**src/inc/cfg_load_pkg.sv**
```systemverilog
package cfg_load_pkg;
    // configuration word addresses holding the per-port setup words
    localparam logic [7:0] WADDR_PORT1 = 8'h62;
    localparam logic [7:0] WADDR_PORT2 = 8'h64;
    // configuration-space register offsets in each port
    localparam logic [11:0] OFS_PM_CAP = 12'h040;
    localparam logic [11:0] OFS_SLOT_CAP = 12'h0C0;
    localparam logic [11:0] OFS_PORT_NUM = 12'h0CC;
    localparam logic [11:0] OFS_SLOT_CLK = 12'h0D0;
    localparam logic [11:0] OFS_LPVC = 12'h144;
    localparam logic [11:0] OFS_TC_MAP = 12'h154;
    // source bit positions in the configuration word
    localparam int SRC_SLOT_IMPL = 0;
    localparam int SRC_SLOT_CLK = 1;
    localparam int SRC_DSI = 2;
    localparam int SRC_LPVC = 3;
    localparam int SRC_PNUM_LO = 4;
    localparam int SRC_PNUM_HI = 6;
    localparam int SRC_TC_LO = 9;
    localparam int SRC_TC_HI = 15;
    // destination bit positions in the registers
    localparam int DST_SLOT_IMPL = 24;
    localparam int DST_SLOT_CLK = 28;
    localparam int DST_DSI = 21;
    localparam int DST_LPVC = 4;
    localparam int DST_PNUM_LO = 24;
    localparam int DST_PNUM_HI = 26;
    localparam int DST_TC_LO = 1;
    localparam int DST_TC_HI = 7;
    // reset defaults of the loaded fields
    localparam logic RST_FLAG = 1'b0;
    localparam logic [2:0] RST_PNUM = 3'h0;
    localparam logic [6:0] RST_TC_MAP = 7'h00;
    // fields of one port after loading
    typedef struct packed {
        logic slot_impl;
        logic slot_clk;
        logic dsi;
        logic lpvc;
        logic [2:0] pnum;
        logic [6:0] tc_map;
    } port_fields_t;
    localparam port_fields_t RST_FIELDS = '{RST_FLAG, RST_FLAG, RST_FLAG, RST_FLAG,
                                            RST_PNUM, RST_TC_MAP};
    // loader sequence
    typedef enum logic [1:0] {
        LD_IDLE = 2'b00,
        LD_RUN = 2'b01,
        LD_DONE = 2'b11
    } load_state_t;
endpackage

```
**src/inc/word_if.sv**
```systemverilog
// one configuration word presented to a port field decoder
interface word_if;
    logic valid; // word strobe
    logic [15:0] data; // word contents
    logic slot_ok; // port owns a slot implemented bit
    modport src (output valid, output data, output slot_ok);
    modport dst (input valid, input data, input slot_ok);
endinterface

```
**src/hdl/port_field_reg.sv**
```systemverilog
// holds the loaded fields of one port and updates them from a word
module port_field_reg
    import cfg_load_pkg::*;
(
    input wire logic clk, // core clock
    input wire logic rst_n, // synchronous reset, active low
    word_if.dst w, // word from the loader
    output cfg_load_pkg::port_fields_t fields // registered fields
);
    import cfg_load_pkg::*;
    port_fields_t fields_r; // stored fields
    port_fields_t fields_nxt; // next fields

    // copy the word bits into their destination fields on a strobe
    always_comb begin
        fields_nxt = fields_r;
        if (w.valid) begin
            // slot implemented exists only for the port that has the bit
            if (w.slot_ok) begin
                fields_nxt.slot_impl = w.data[SRC_SLOT_IMPL];
            end
            fields_nxt.slot_clk = w.data[SRC_SLOT_CLK];
            fields_nxt.dsi = w.data[SRC_DSI];
            fields_nxt.lpvc = w.data[SRC_LPVC];
            fields_nxt.pnum = w.data[SRC_PNUM_HI:SRC_PNUM_LO];
            fields_nxt.tc_map = w.data[SRC_TC_HI:SRC_TC_LO];
        end
    end

    // register stage
    always_ff @(posedge clk) begin
        if (!rst_n) begin
            fields_r <= RST_FIELDS;
        end else begin
            fields_r <= fields_nxt;
        end
    end

    assign fields = fields_r;

    a_tc_copy: assert property (@(posedge clk) disable iff (!rst_n)
        w.valid |=> fields_r.tc_map == $past(w.data[15:9]))
        else $error("tc map not copied");
    a_pnum_copy: assert property (@(posedge clk) disable iff (!rst_n)
        w.valid |=> fields_r.pnum == $past(w.data[6:4]))
        else $error("port number not copied");
    a_hold_idle: assert property (@(posedge clk) disable iff (!rst_n)
        !w.valid |=> $stable(fields_r))
        else $error("fields changed without a word");
endmodule

```
**src/hdl/eeprom_port_config_loader.sv**
```systemverilog
// How it works
// - word 64h bit0 sets port2 slot implemented
// - word bit1 loads slot clock config bit
// - word bit2 loads device specific init bit
// - word bit3 allocates VC1 as low priority
// - word bits 6:4 give logical port number
// - word bits 15:9 form traffic-class mask
// - mask lands in map register bits 7:1
module eeprom_port_config_loader
    import cfg_load_pkg::*;
(
    input wire logic clk, // core clock, 50 MHz
    input wire logic rst_n, // synchronous reset, active low
    input wire logic mem_valid, // configuration memory found and checked
    input wire logic word_valid, // one-cycle strobe of a word read
    input wire logic [7:0] word_addr, // address of the word read
    input wire logic [15:0] word_data, // contents of the word read
    input wire logic load_end, // memory reader has finished its pass
    input wire logic [1:0] rd_port, // port selected for a register read
    input wire logic [11:0] rd_ofs, // register offset for a read
    output logic [31:0] rd_data, // loaded bits of the selected register
    output logic load_done, // loader finished, host requests may pass
    output logic [7:0] p1_tc_map, // port 1 map register low byte
    output logic [7:0] p2_tc_map // port 2 map register low byte
);
    import cfg_load_pkg::*;

    load_state_t state_r; // loader state
    load_state_t state_nxt; // next loader state
    logic [31:0] rd_data_r; // registered read data
    logic [31:0] rd_data_nxt; // next read data
    port_fields_t f1; // port 1 fields
    port_fields_t f2; // port 2 fields
    port_fields_t fs; // fields of the selected port
    logic accept; // a word may be taken now

    word_if w1 ();
    word_if w2 ();

    // words are taken only while running and only from a valid memory
    assign accept = (state_r == LD_RUN) && mem_valid && word_valid;
    // port 1's word address is an assumed package constant; change it there
    assign w1.valid = accept && (word_addr == WADDR_PORT1);
    assign w1.data = word_data;
    assign w1.slot_ok = 1'b0; // port 1 has no slot bit in its word
    assign w2.valid = accept && (word_addr == WADDR_PORT2);
    assign w2.data = word_data;
    assign w2.slot_ok = 1'b1;

    // one field store per port; each acts only on its own strobe
    port_field_reg u_p1 (
        .clk(clk),
        .rst_n(rst_n),
        .w(w1),
        .fields(f1)
    );
    port_field_reg u_p2 (
        .clk(clk),
        .rst_n(rst_n),
        .w(w2),
        .fields(f2)
    );

    // sequence: start after reset, end when the reader ends its pass
    // a pass runs once; a new one needs a reset
    always_comb begin
        state_nxt = state_r;
        case (state_r)
            LD_IDLE: begin
                // reset is over: words may come from the next edge
                state_nxt = LD_RUN;
            end
            LD_RUN: begin
                // no valid memory means nothing to wait for: defaults stay
                if (load_end || !mem_valid) begin
                    state_nxt = LD_DONE;
                end
            end
            LD_DONE: begin
                // only a reset opens a new pass; late words stay out
                state_nxt = LD_DONE;
            end
            default: begin
                // the spare code never holds: restart the pass
                state_nxt = LD_IDLE;
            end
        endcase
    end

    always_ff @(posedge clk) begin
        if (!rst_n) begin
            state_r <= LD_IDLE;
        end else begin
            state_r <= state_nxt;
        end
    end

    // host gating signal; combinational so it rises with the state
    assign load_done = (state_r == LD_DONE);

    // pick the port whose fields are read; port 0 is outside this block
    always_comb begin
        case (rd_port)
            2'h1: fs = f1;
            2'h2: fs = f2;
            default: fs = RST_FIELDS;
        endcase
    end

    // assemble the loaded bits at their documented positions
    // unmapped offsets read zero, so a host probe sees no stray bits
    always_comb begin
        rd_data_nxt = 32'h0000_0000;
        case (rd_ofs)
            OFS_SLOT_CAP: rd_data_nxt[DST_SLOT_IMPL] = fs.slot_impl;
            OFS_SLOT_CLK: rd_data_nxt[DST_SLOT_CLK] = fs.slot_clk;
            OFS_PM_CAP: rd_data_nxt[DST_DSI] = fs.dsi;
            OFS_LPVC: rd_data_nxt[DST_LPVC] = fs.lpvc;
            OFS_PORT_NUM: rd_data_nxt[DST_PNUM_HI:DST_PNUM_LO] = fs.pnum;
            OFS_TC_MAP: rd_data_nxt[DST_TC_HI:DST_TC_LO] = fs.tc_map;
            default: rd_data_nxt = 32'h0000_0000;
        endcase
    end

    // one cycle of read latency keeps the offset decode off the host path
    always_ff @(posedge clk) begin
        if (!rst_n) begin
            rd_data_r <= 32'h0000_0000;
        end else begin
            rd_data_r <= rd_data_nxt;
        end
    end

    assign rd_data = rd_data_r;
    // bit 0 of the map register is VC0's own TC0, not loaded here
    assign p1_tc_map = {f1.tc_map, 1'b0};
    assign p2_tc_map = {f2.tc_map, 1'b0};

    // a taken word lands in its port's store one edge later
    a_slot_p2: assert property (@(posedge clk) disable iff (!rst_n)
        w2.valid |=> f2.slot_impl == $past(word_data[0]))
        else $error("slot bit of port 2 not loaded");
    a_slot_p1: assert property (@(posedge clk) disable iff (!rst_n)
        $stable(f1.slot_impl))
        else $error("port 1 slot bit changed");
    a_clk_bit: assert property (@(posedge clk) disable iff (!rst_n)
        w1.valid |=> f1.slot_clk == $past(word_data[1]))
        else $error("slot clock bit not loaded");
    a_clk_p2: assert property (@(posedge clk) disable iff (!rst_n)
        w2.valid |=> f2.slot_clk == $past(word_data[SRC_SLOT_CLK]))
        else $error("port 2 slot clock bit not loaded");
    a_dsi_bit: assert property (@(posedge clk) disable iff (!rst_n)
        w2.valid |=> f2.dsi == $past(word_data[2]))
        else $error("init bit not loaded");
    a_dsi_p1: assert property (@(posedge clk) disable iff (!rst_n)
        w1.valid |=> f1.dsi == $past(word_data[SRC_DSI]))
        else $error("port 1 init bit not loaded");
    a_lpvc_bit: assert property (@(posedge clk) disable iff (!rst_n)
        w1.valid |=> f1.lpvc == $past(word_data[3]))
        else $error("lpvc bit not loaded");
    a_lpvc_p2: assert property (@(posedge clk) disable iff (!rst_n)
        w2.valid |=> f2.lpvc == $past(word_data[SRC_LPVC]))
        else $error("port 2 lpvc bit not loaded");

    // the map bytes follow the stored mask, bit 0 is never loaded
    a_tc_out1: assert property (@(posedge clk) disable iff (!rst_n)
        w1.valid |=> p1_tc_map[7:1] == $past(word_data[SRC_TC_HI:SRC_TC_LO]))
        else $error("port 1 map byte not loaded");
    a_tc_out2: assert property (@(posedge clk) disable iff (!rst_n)
        w2.valid |=> p2_tc_map[7:1] == $past(word_data[SRC_TC_HI:SRC_TC_LO]))
        else $error("port 2 map byte not loaded");
    a_tc_low: assert property (@(posedge clk) disable iff (!rst_n)
        p1_tc_map[0] == 1'b0 && p2_tc_map[0] == 1'b0)
        else $error("map byte bit 0 set");

    // reads show the stored bits one edge later, at their register positions
    a_slot_place: assert property (@(posedge clk) disable iff (!rst_n)
        (rd_port == 2'h2 && rd_ofs == OFS_SLOT_CAP) |=>
        rd_data[DST_SLOT_IMPL] == $past(f2.slot_impl))
        else $error("slot bit misplaced");
    a_slot_none1: assert property (@(posedge clk) disable iff (!rst_n)
        (rd_port == 2'h1 && rd_ofs == OFS_SLOT_CAP) |=> !rd_data[DST_SLOT_IMPL])
        else $error("port 1 slot bit read as set");
    a_clk_place: assert property (@(posedge clk) disable iff (!rst_n)
        (rd_port == 2'h1 && rd_ofs == OFS_SLOT_CLK) |=>
        rd_data[DST_SLOT_CLK] == $past(f1.slot_clk))
        else $error("slot clock bit misplaced");
    a_dsi_place: assert property (@(posedge clk) disable iff (!rst_n)
        (rd_port == 2'h1 && rd_ofs == OFS_PM_CAP) |=>
        rd_data[DST_DSI] == $past(f1.dsi))
        else $error("init bit misplaced");
    a_lpvc_place: assert property (@(posedge clk) disable iff (!rst_n)
        (rd_port == 2'h2 && rd_ofs == OFS_LPVC) |=>
        rd_data[DST_LPVC] == $past(f2.lpvc))
        else $error("lpvc bit misplaced");
    a_pnum_place: assert property (@(posedge clk) disable iff (!rst_n)
        (rd_port == 2'h1 && rd_ofs == OFS_PORT_NUM) |=>
        rd_data[DST_PNUM_HI:DST_PNUM_LO] == $past(f1.pnum))
        else $error("port number misplaced");
    a_map_place: assert property (@(posedge clk) disable iff (!rst_n)
        (rd_port == 2'h2 && rd_ofs == OFS_TC_MAP) |=>
        rd_data[DST_TC_HI:DST_TC_LO] == $past(f2.tc_map))
        else $error("map read misplaced");

    // one pass after reset, and no word taken outside it
    a_idle_run: assert property (@(posedge clk) disable iff (!rst_n)
        state_r == LD_IDLE |=> state_r == LD_RUN)
        else $error("pass did not start after reset");
    a_early_refuse: assert property (@(posedge clk) disable iff (!rst_n)
        state_r != LD_RUN |-> !w1.valid && !w2.valid)
        else $error("word taken outside the pass");
    a_no_late: assert property (@(posedge clk) disable iff (!rst_n)
        load_done |=> !w1.valid && !w2.valid)
        else $error("word taken after done");
    a_bad_mem: assert property (@(posedge clk) disable iff (!rst_n)
        (state_r == LD_RUN && !mem_valid) |=> load_done)
        else $error("loader stuck without memory");
    a_done_hold: assert property (@(posedge clk) disable iff (!rst_n)
        load_done |=> load_done)
        else $error("done dropped before reset");

    // main scenarios to be seen at least once
    c_load_p2: cover property (@(posedge clk) disable iff (!rst_n) w2.valid);
    c_load_p1: cover property (@(posedge clk) disable iff (!rst_n) w1.valid);
    c_done: cover property (@(posedge clk) disable iff (!rst_n) $rose(load_done));
    c_map_read: cover property (@(posedge clk) disable iff (!rst_n)
        rd_port == 2'h2 && rd_ofs == OFS_TC_MAP);
    c_mem_lost: cover property (@(posedge clk) disable iff (!rst_n)
        state_r == LD_RUN && !mem_valid);
endmodule

```
**config.mk**
```make
export PLATFORM = sky130hd
export DESIGN_NAME = eeprom_port_config_loader
export DESIGN_NICKNAME = d
export VERILOG_FILES = /design/src/inc/cfg_load_pkg.sv /design/src/inc/word_if.sv /design/src/hdl/port_field_reg.sv /design/src/hdl/eeprom_port_config_loader.sv
export SDC_FILE = /design/constraint.sdc
export NUM_CORES = 1
export LEC_CHECK = 0
export ABC_AREA = 1
export BUFFER_PORTS_ARGS = -buffer_cell sky130_fd_sc_hd__buf_4
export CAP_MARGIN = 25
export CORE_ASPECT_RATIO = 0.7
export CORE_UTILIZATION = 50
export DETAILED_ROUTE_END_ITERATION = 10
export PLACE_DENSITY_LB_ADDON = 0.25
export SLEW_MARGIN = 10
export SYNTH_ARGS = -nofsm -noshare
export SYNTH_HDL_FRONTEND = slang
export SYNTH_HIERARCHICAL = 1
export SYNTH_SLANG_ARGS = --single-unit
```
**constraint.sdc**
```tcl
create_clock -name clk -period 4.1 [get_ports clk]
set_input_delay 0 -clock clk [delete_from_list [all_inputs] [get_ports clk]]
set_output_delay 0 -clock clk [all_outputs]
set_load 0.01 [all_outputs]
```
# Yosys cells after proc, flatten, opt, wreduce, memory -nomap -nowiden
# Cells that the tools add are included.
[totals]
register_bits = 61
output_inout_bits = 49
input_bits = 43
[op_classes]
muxes = 5
reduce_logical = 11
eq_ne = 13
[ops]
columns = ["cell", "n"]
rows = [
  ["12-bit by 8-bit == test with 1-bit output, second input constant", 3],
  ["14-bit case mux with 2 select lines", 1],
  ["12-bit by 9-bit == test with 1-bit output, second input constant", 2],
  ["8-bit by 7-bit == test with 1-bit output, second input constant", 2],
  ["12-bit by 7-bit == test with 1-bit output, second input constant", 1],
  ["2-bit AND reduction", 4],
  ["2-bit case mux with 3 select lines", 1],
  ["2-bit by 1-bit == test with 1-bit output, second input constant", 2],
  ["2-bit == test, second input constant", 2],
  ["1-bit logical AND", 4],
  ["1-bit case mux with 2 select lines", 2],
  ["2-bit zero test", 1],
  ["2-bit two-way mux", 1],
  ["2-bit by 1-bit != test with 1-bit output, second input constant", 1],
  ["1-bit zero test", 1],
  ["1-bit logical OR", 1],
]

# Depth between registers and ports, before layout
[depth]
word_depth = 4
ltp_mapped = 9
ltp_nobuf = 9

# By module
# Netlist, hierarchy kept.
[by_module_without_submodules]
columns = ["module", "area_per_inst_um2", "instances", "cells_each", "seq_area_each_um2"]
rows = [
  ["eeprom_port_config_loader", 1011.0, 1, 151, 280.3],
  ["port_field_reg", 501.7, 2, 63, 280.3],
]

# Worst setup path after synthesis
# OpenSTA, ideal clock, no wires.
[synth_path]
kind = "register -> register"
startpoint = "register state_r[0]"
endpoint = "register u_p2.fields_r (netlist bit u_p2/fields[0])"
setup_time_ns = 0.116
synth_period_minus_slack_ns = 1.380
n_path_buf = 1
setup_slack_ns = 2.720
stages_incl_launch_ff = 10
t_arrival_ns = 1.265
t_required_ns = 3.984
path_cell_list = "dfxtp_1 -> inv_1 -> nor2_1 -> nand2_1 -> nand3b_1 -> nor2_1 -> inv_2 -> buf_6 -> nor2_1 -> nor2_1"
[synth_via]
elab_chain_cells = 4
[synth_lines]
columns = ["element", "line", "source"]
rows = [
  ["start: declaration", "eeprom_port_config_loader.sv:28", "load_state_t state_r;"],
  ["start signal: assignment", "eeprom_port_config_loader.sv:94", "state_r <= state_nxt;"],
  ["2-bit by 1-bit == test with 1-bit output", "eeprom_port_config_loader.sv:41", "assign accept = (state_r == LD_RUN) && mem_valid && word_valid;"],
  ["1-bit logical AND (2 in a row)", "eeprom_port_config_loader.sv:41", ""],
  ["1-bit logical AND", "eeprom_port_config_loader.sv:46", "assign w2.valid = accept && (word_addr == WADDR_PORT2);"],
  ["net w2.valid", "word_if.sv:3", "logic valid;"],
  ["end signal: assignment", "port_field_reg.sv:35", "fields_r <= fields_nxt;"],
  ["end: declaration", "port_field_reg.sv:11", "port_fields_t fields_r;"],
]
# The timed path passes the listed nets, and every way through them passes these cells.
# A chain may end at the register's enable or synchronous reset.

# Worst setup path in the final report
[layout_path]
startpoint = "register state_r[0]"
endpoint = "register u_p2.fields_r (netlist bit u_p2/fields[3])"
# The elaborated chain is that of the path after synthesis.

==> flow_summary_export.csv <==
group,metric,value,unit
outcome,outcome,"finished, final reports clean",
placement,detailedPlace.worstSlack,1.958,ns
setup_path,critPathArrivalTime,2.40,ns
clocking,cts-resized-gates,0,
setup_path,critPathLaunchType,"register",
power_and_ir_drop,post-layout-total-power,0.0008092,W
synth,synth_area_per_cell,7.272,um2
setup_path,path_cells,"inv_1, nor2_1, nand2_1, nand3b_1, nor2_1, inv_2, nor2_1, nor2_1",
placement,post-dp-hpwl,3.329,mm
clocking,tritoncts,"built",
detailed_routing,first_pass_iters,4,
placement,placed_cells_incl_taps,387,
global_route,total_routing_usage_gr,24.05,%
layout,fin_cells,410,
timing,timing_worst_slew_pin_value,1.009,ns
global_route,antenna_violations_before_repair,0,
detailed_routing,final_antenna_net_count,0,
setup_path,critical_path_buf_inv_count,2,
setup_path,cp_common_cell,"nor2_1",
power_and_ir_drop,vdd.ir_drop.worst,0.2352,mV
layout,multi_input_area,912.1,um2
layout,area_delta_synth_final,33.42,%
synth,synthDominantCellAreaShare,41.74,%
synth,ys_ff_latch,42,
clocking,cts.root.buffer_cell,"clkbuf_8",
clocking,clock_sink_count,42,
timing,postLayoutSetupSlackWorst,1.883,ns
detailed_routing,drt_drc_violations_left,0,
synth,syn_area,0.002014,mm2
synth,synthCells,277,
synth,seq_area_frac_synth,41.74,%
power_and_ir_drop,switching_part_of_the_total,21.74,%
timing,timing.clock.skew,0.007267,ns
clocking,cts_buffers,5,
setup_path,max_stage_delay,0.78,ns
timing,setup_viol,0,
detailed_routing,detail_route.iter0.violations,122,
timing,period_minus_slack,2.217,ns
power_and_ir_drop,total_switching_power,0.0001759,W
floorplanning,die_height,55.11,um
clocking,clock_buffer_depth,2,
floorplanning,num_rows,18,
flow_run,max_cap_viol_count,0,
global_route,grt_pass1_vias,1678,
clocking,cts_hold_buffers,15,
detailed_routing,drt_wl_total,4.804,mm
clocking,clk_pin_slew,0.08,ns
setup_path,setup.worst_path.class,"register to register",
layout,n_fill_cell,303,
min_path,hold_class,"input pin to register",
timing,finalSetupTns,0,ns
timing,timing.final.hold_violations,0,
setup_path,endpoint_kind,"register",
detailed_routing,routed_via_density,4.698,
synth,yosys_warnings,6,
placement,placer_congestion_estimate,0.8040,
detailed_routing,routed-via-count,1926,
setup_path,critical_path.top_delay_family,"simple AND/OR/NAND/NOR gates",
power_and_ir_drop,power_frac_seq,50.7,%
timing,slew-limit-headroom,32.49,%
clocking,cts_max_level,2,
power_and_ir_drop,clockPowerShare,38.9,%
timing,timing.final.max_slew_violations,0,
clocking,cts.repair_timing.setup_buffer_count,0,
floorplanning,floorplan.die.width,77.87,um
floorplanning,io_pins,92,
layout,regArea,840.8,um2
global_route,global_route.overflow_total,0,
setup_path,critPathMaxFanout,15,
power_and_ir_drop,pwr_density_cell,301.1,mW/mm2
timing,fin_worst_hold_slack,0.01103,ns
floorplanning,floorplan.initialDensity,54.54,%
clocking,clock_insertion_delay_worst_skew,0.29,ns
power_and_ir_drop,static_leakage,1.328,nW
setup_path,critPathRequiredTime,4.29,ns
timing,max_clock_freq,451.1,MHz
synth,synth_largest_area_cell,"dfxtp_1",
timing,grt_setup_unrepaired,"false",
power_and_ir_drop,comb_power_share,10.4,%
layout,drive_above_1_share,23.89,%
synth,synth_cell_types,23,
floorplanning,fp.coreArea,0.003694,mm2
setup_path,critical-path-slowest-cell,"nor2_1",
global_route,first_pass_grt_wire_length,7.734,mm
power_and_ir_drop,cell_internal_pwr,0.0006333,W
timing,fin_crit_sh,54.07,%
layout,antenna-diode-count,0,
floorplanning,die_area,0.004291,mm2
global_route,grt_start_max_net_pins,32,
detailed_routing,route.detailed.wl_per_inst,11.72,um
placement,quantity_of_i_o_buffers_inserted_on_ports,67,
layout,layout.nets,404,
synth,post_synth_main_area_contributors,"dfxtp_1 (42%), nor2_1 (15%), buf_4 (8.6%)",
==> cells by family after synthesis <==
group / synth area share [%]
other: 0.3728
AO/OA/AOI/OAI: 11.12
adder cells (fa/ha/maj): 1.242
flip-flops: 41.74
buffers and inverters: 17.08
AND/OR/NAND/NOR: 28.45
==> path summary, 6_finish.rpt <==
| path | from | end | slack [ns] | cells past startpoint |
|---|---|---|---|---|
| setup / recovery | state_r[0]$_SDFFE_PN0P_ | u_p2/fields[3]$_SDFFE_PN0P_ | 1.88 | 8 |
| hold / removal | rd_ofs[5] | rd_data[28]$_SDFF_PN0_ | 0.01 | 4 |
| setup reg to reg | state_r[0]$_SDFFE_PN0P_ | u_p2/fields[3]$_SDFFE_PN0P_ | 1.88 | 8 |
| hold reg to reg | state_r[1]$_SDFFE_PN0P_ | state_r[0]$_SDFFE_PN0P_ | 0.46 | 1 |
==> registers in the layout, indices dropped and copies added (netlist names) <==
register / flops
u_p2/fields: 14
u_p1/fields: 14
state_r: 2
rd_data: 12
==> worst reg2reg max path, cell delays in order (launching register included) <==
cell and delay (ns):
dfxtp_1 0.35, inv_1 0.06, nor2_1 0.09, nand2_1 0.08
nand3b_1 0.18, nor2_1 0.78, inv_2 0.33, nor2_1 0.19
nor2_1 0.07
==> cell type report <==
type                            instances  share of cell area [%]
Clock buffer                            7                   2.840
Clock inverter                          1                   1.117
Inverter                               28                   3.911
Multi-Input combinational cell        199                   33.94
Sequential cell                        42                   31.28
Tap cell                               50                   2.328
Timing Repair Buffer                   83                   24.58
==> power by group through the flow <==
stage          Combinational, W  Sequential (W)  Clock [W]
6_report              0.0000841        0.000410   0.000315
4_1_cts               0.0000829        0.000410   0.000321
5_1_grt               0.0000931        0.000410   0.000339
3_3_place_gp          0.0000702        0.000419          0
3_5_place_dp          0.0000711        0.000420          0
2_1_floorplan         0.0000485        0.000419          0
==> placed cells by master, fill, tap and decap left out <==
cell type	count
a21oi_1	2
a22o_1	9
and2b_1	1
buf_4	68
bufinv_16	1
clkbuf_1	2
clkbuf_8	5
conb_1	24
dfxtp_1	42
dlygate4sd3_1	15
ha_1	2
inv_1	25
inv_2	3
nand2_1	37
nand3_1	5
nand3_4	1
nand3b_1	1
nand4_1	2
nor2_1	78
nor2_2	6
nor2_4	2
nor2b_1	1
nor3_1	1
o21ai_0	23
o21ai_1	4
==> synth_stat cells <==
cell,instances
dfxtp_1,42
a22o_1,9
o21ai_1,4
buf_6,5
nand3b_1,1
o21ai_0,23
and2b_1,1
buf_2,2
nand2_1,37
nor2_1,78
nor2_4,2
ha_1,2
inv_1,25
nand3_1,5
buf_4,23
nor2_2,6
nand4_1,2
a21oi_1,2
nor3_1,1
nor2b_1,1
inv_2,3
nand3_4,1
conb_1,2
==> per-layer routing <==
metal / GRT usage (%) / wire length (um) / vias up
met5: 0 / 0 / -
met4: 8.491 / 54 / 0
met3: 5.574 / 414 / 7
met2: 39.09 / 2054 / 84
met1: 32.03 / 2281 / 858
li1: - / - / 977
==> stage by stage <==
stage / cell area [um2] / utilization, %
finish: 2688 / 72.76
global route: 2688 / 72.76
CTS: 2688 / 72.76
detailed placement: 2431 / 65.82
global placement: 2431 / 65.82
floorplan: 2097 / -
Note: power is estimated with default switching activity, not from simulation.
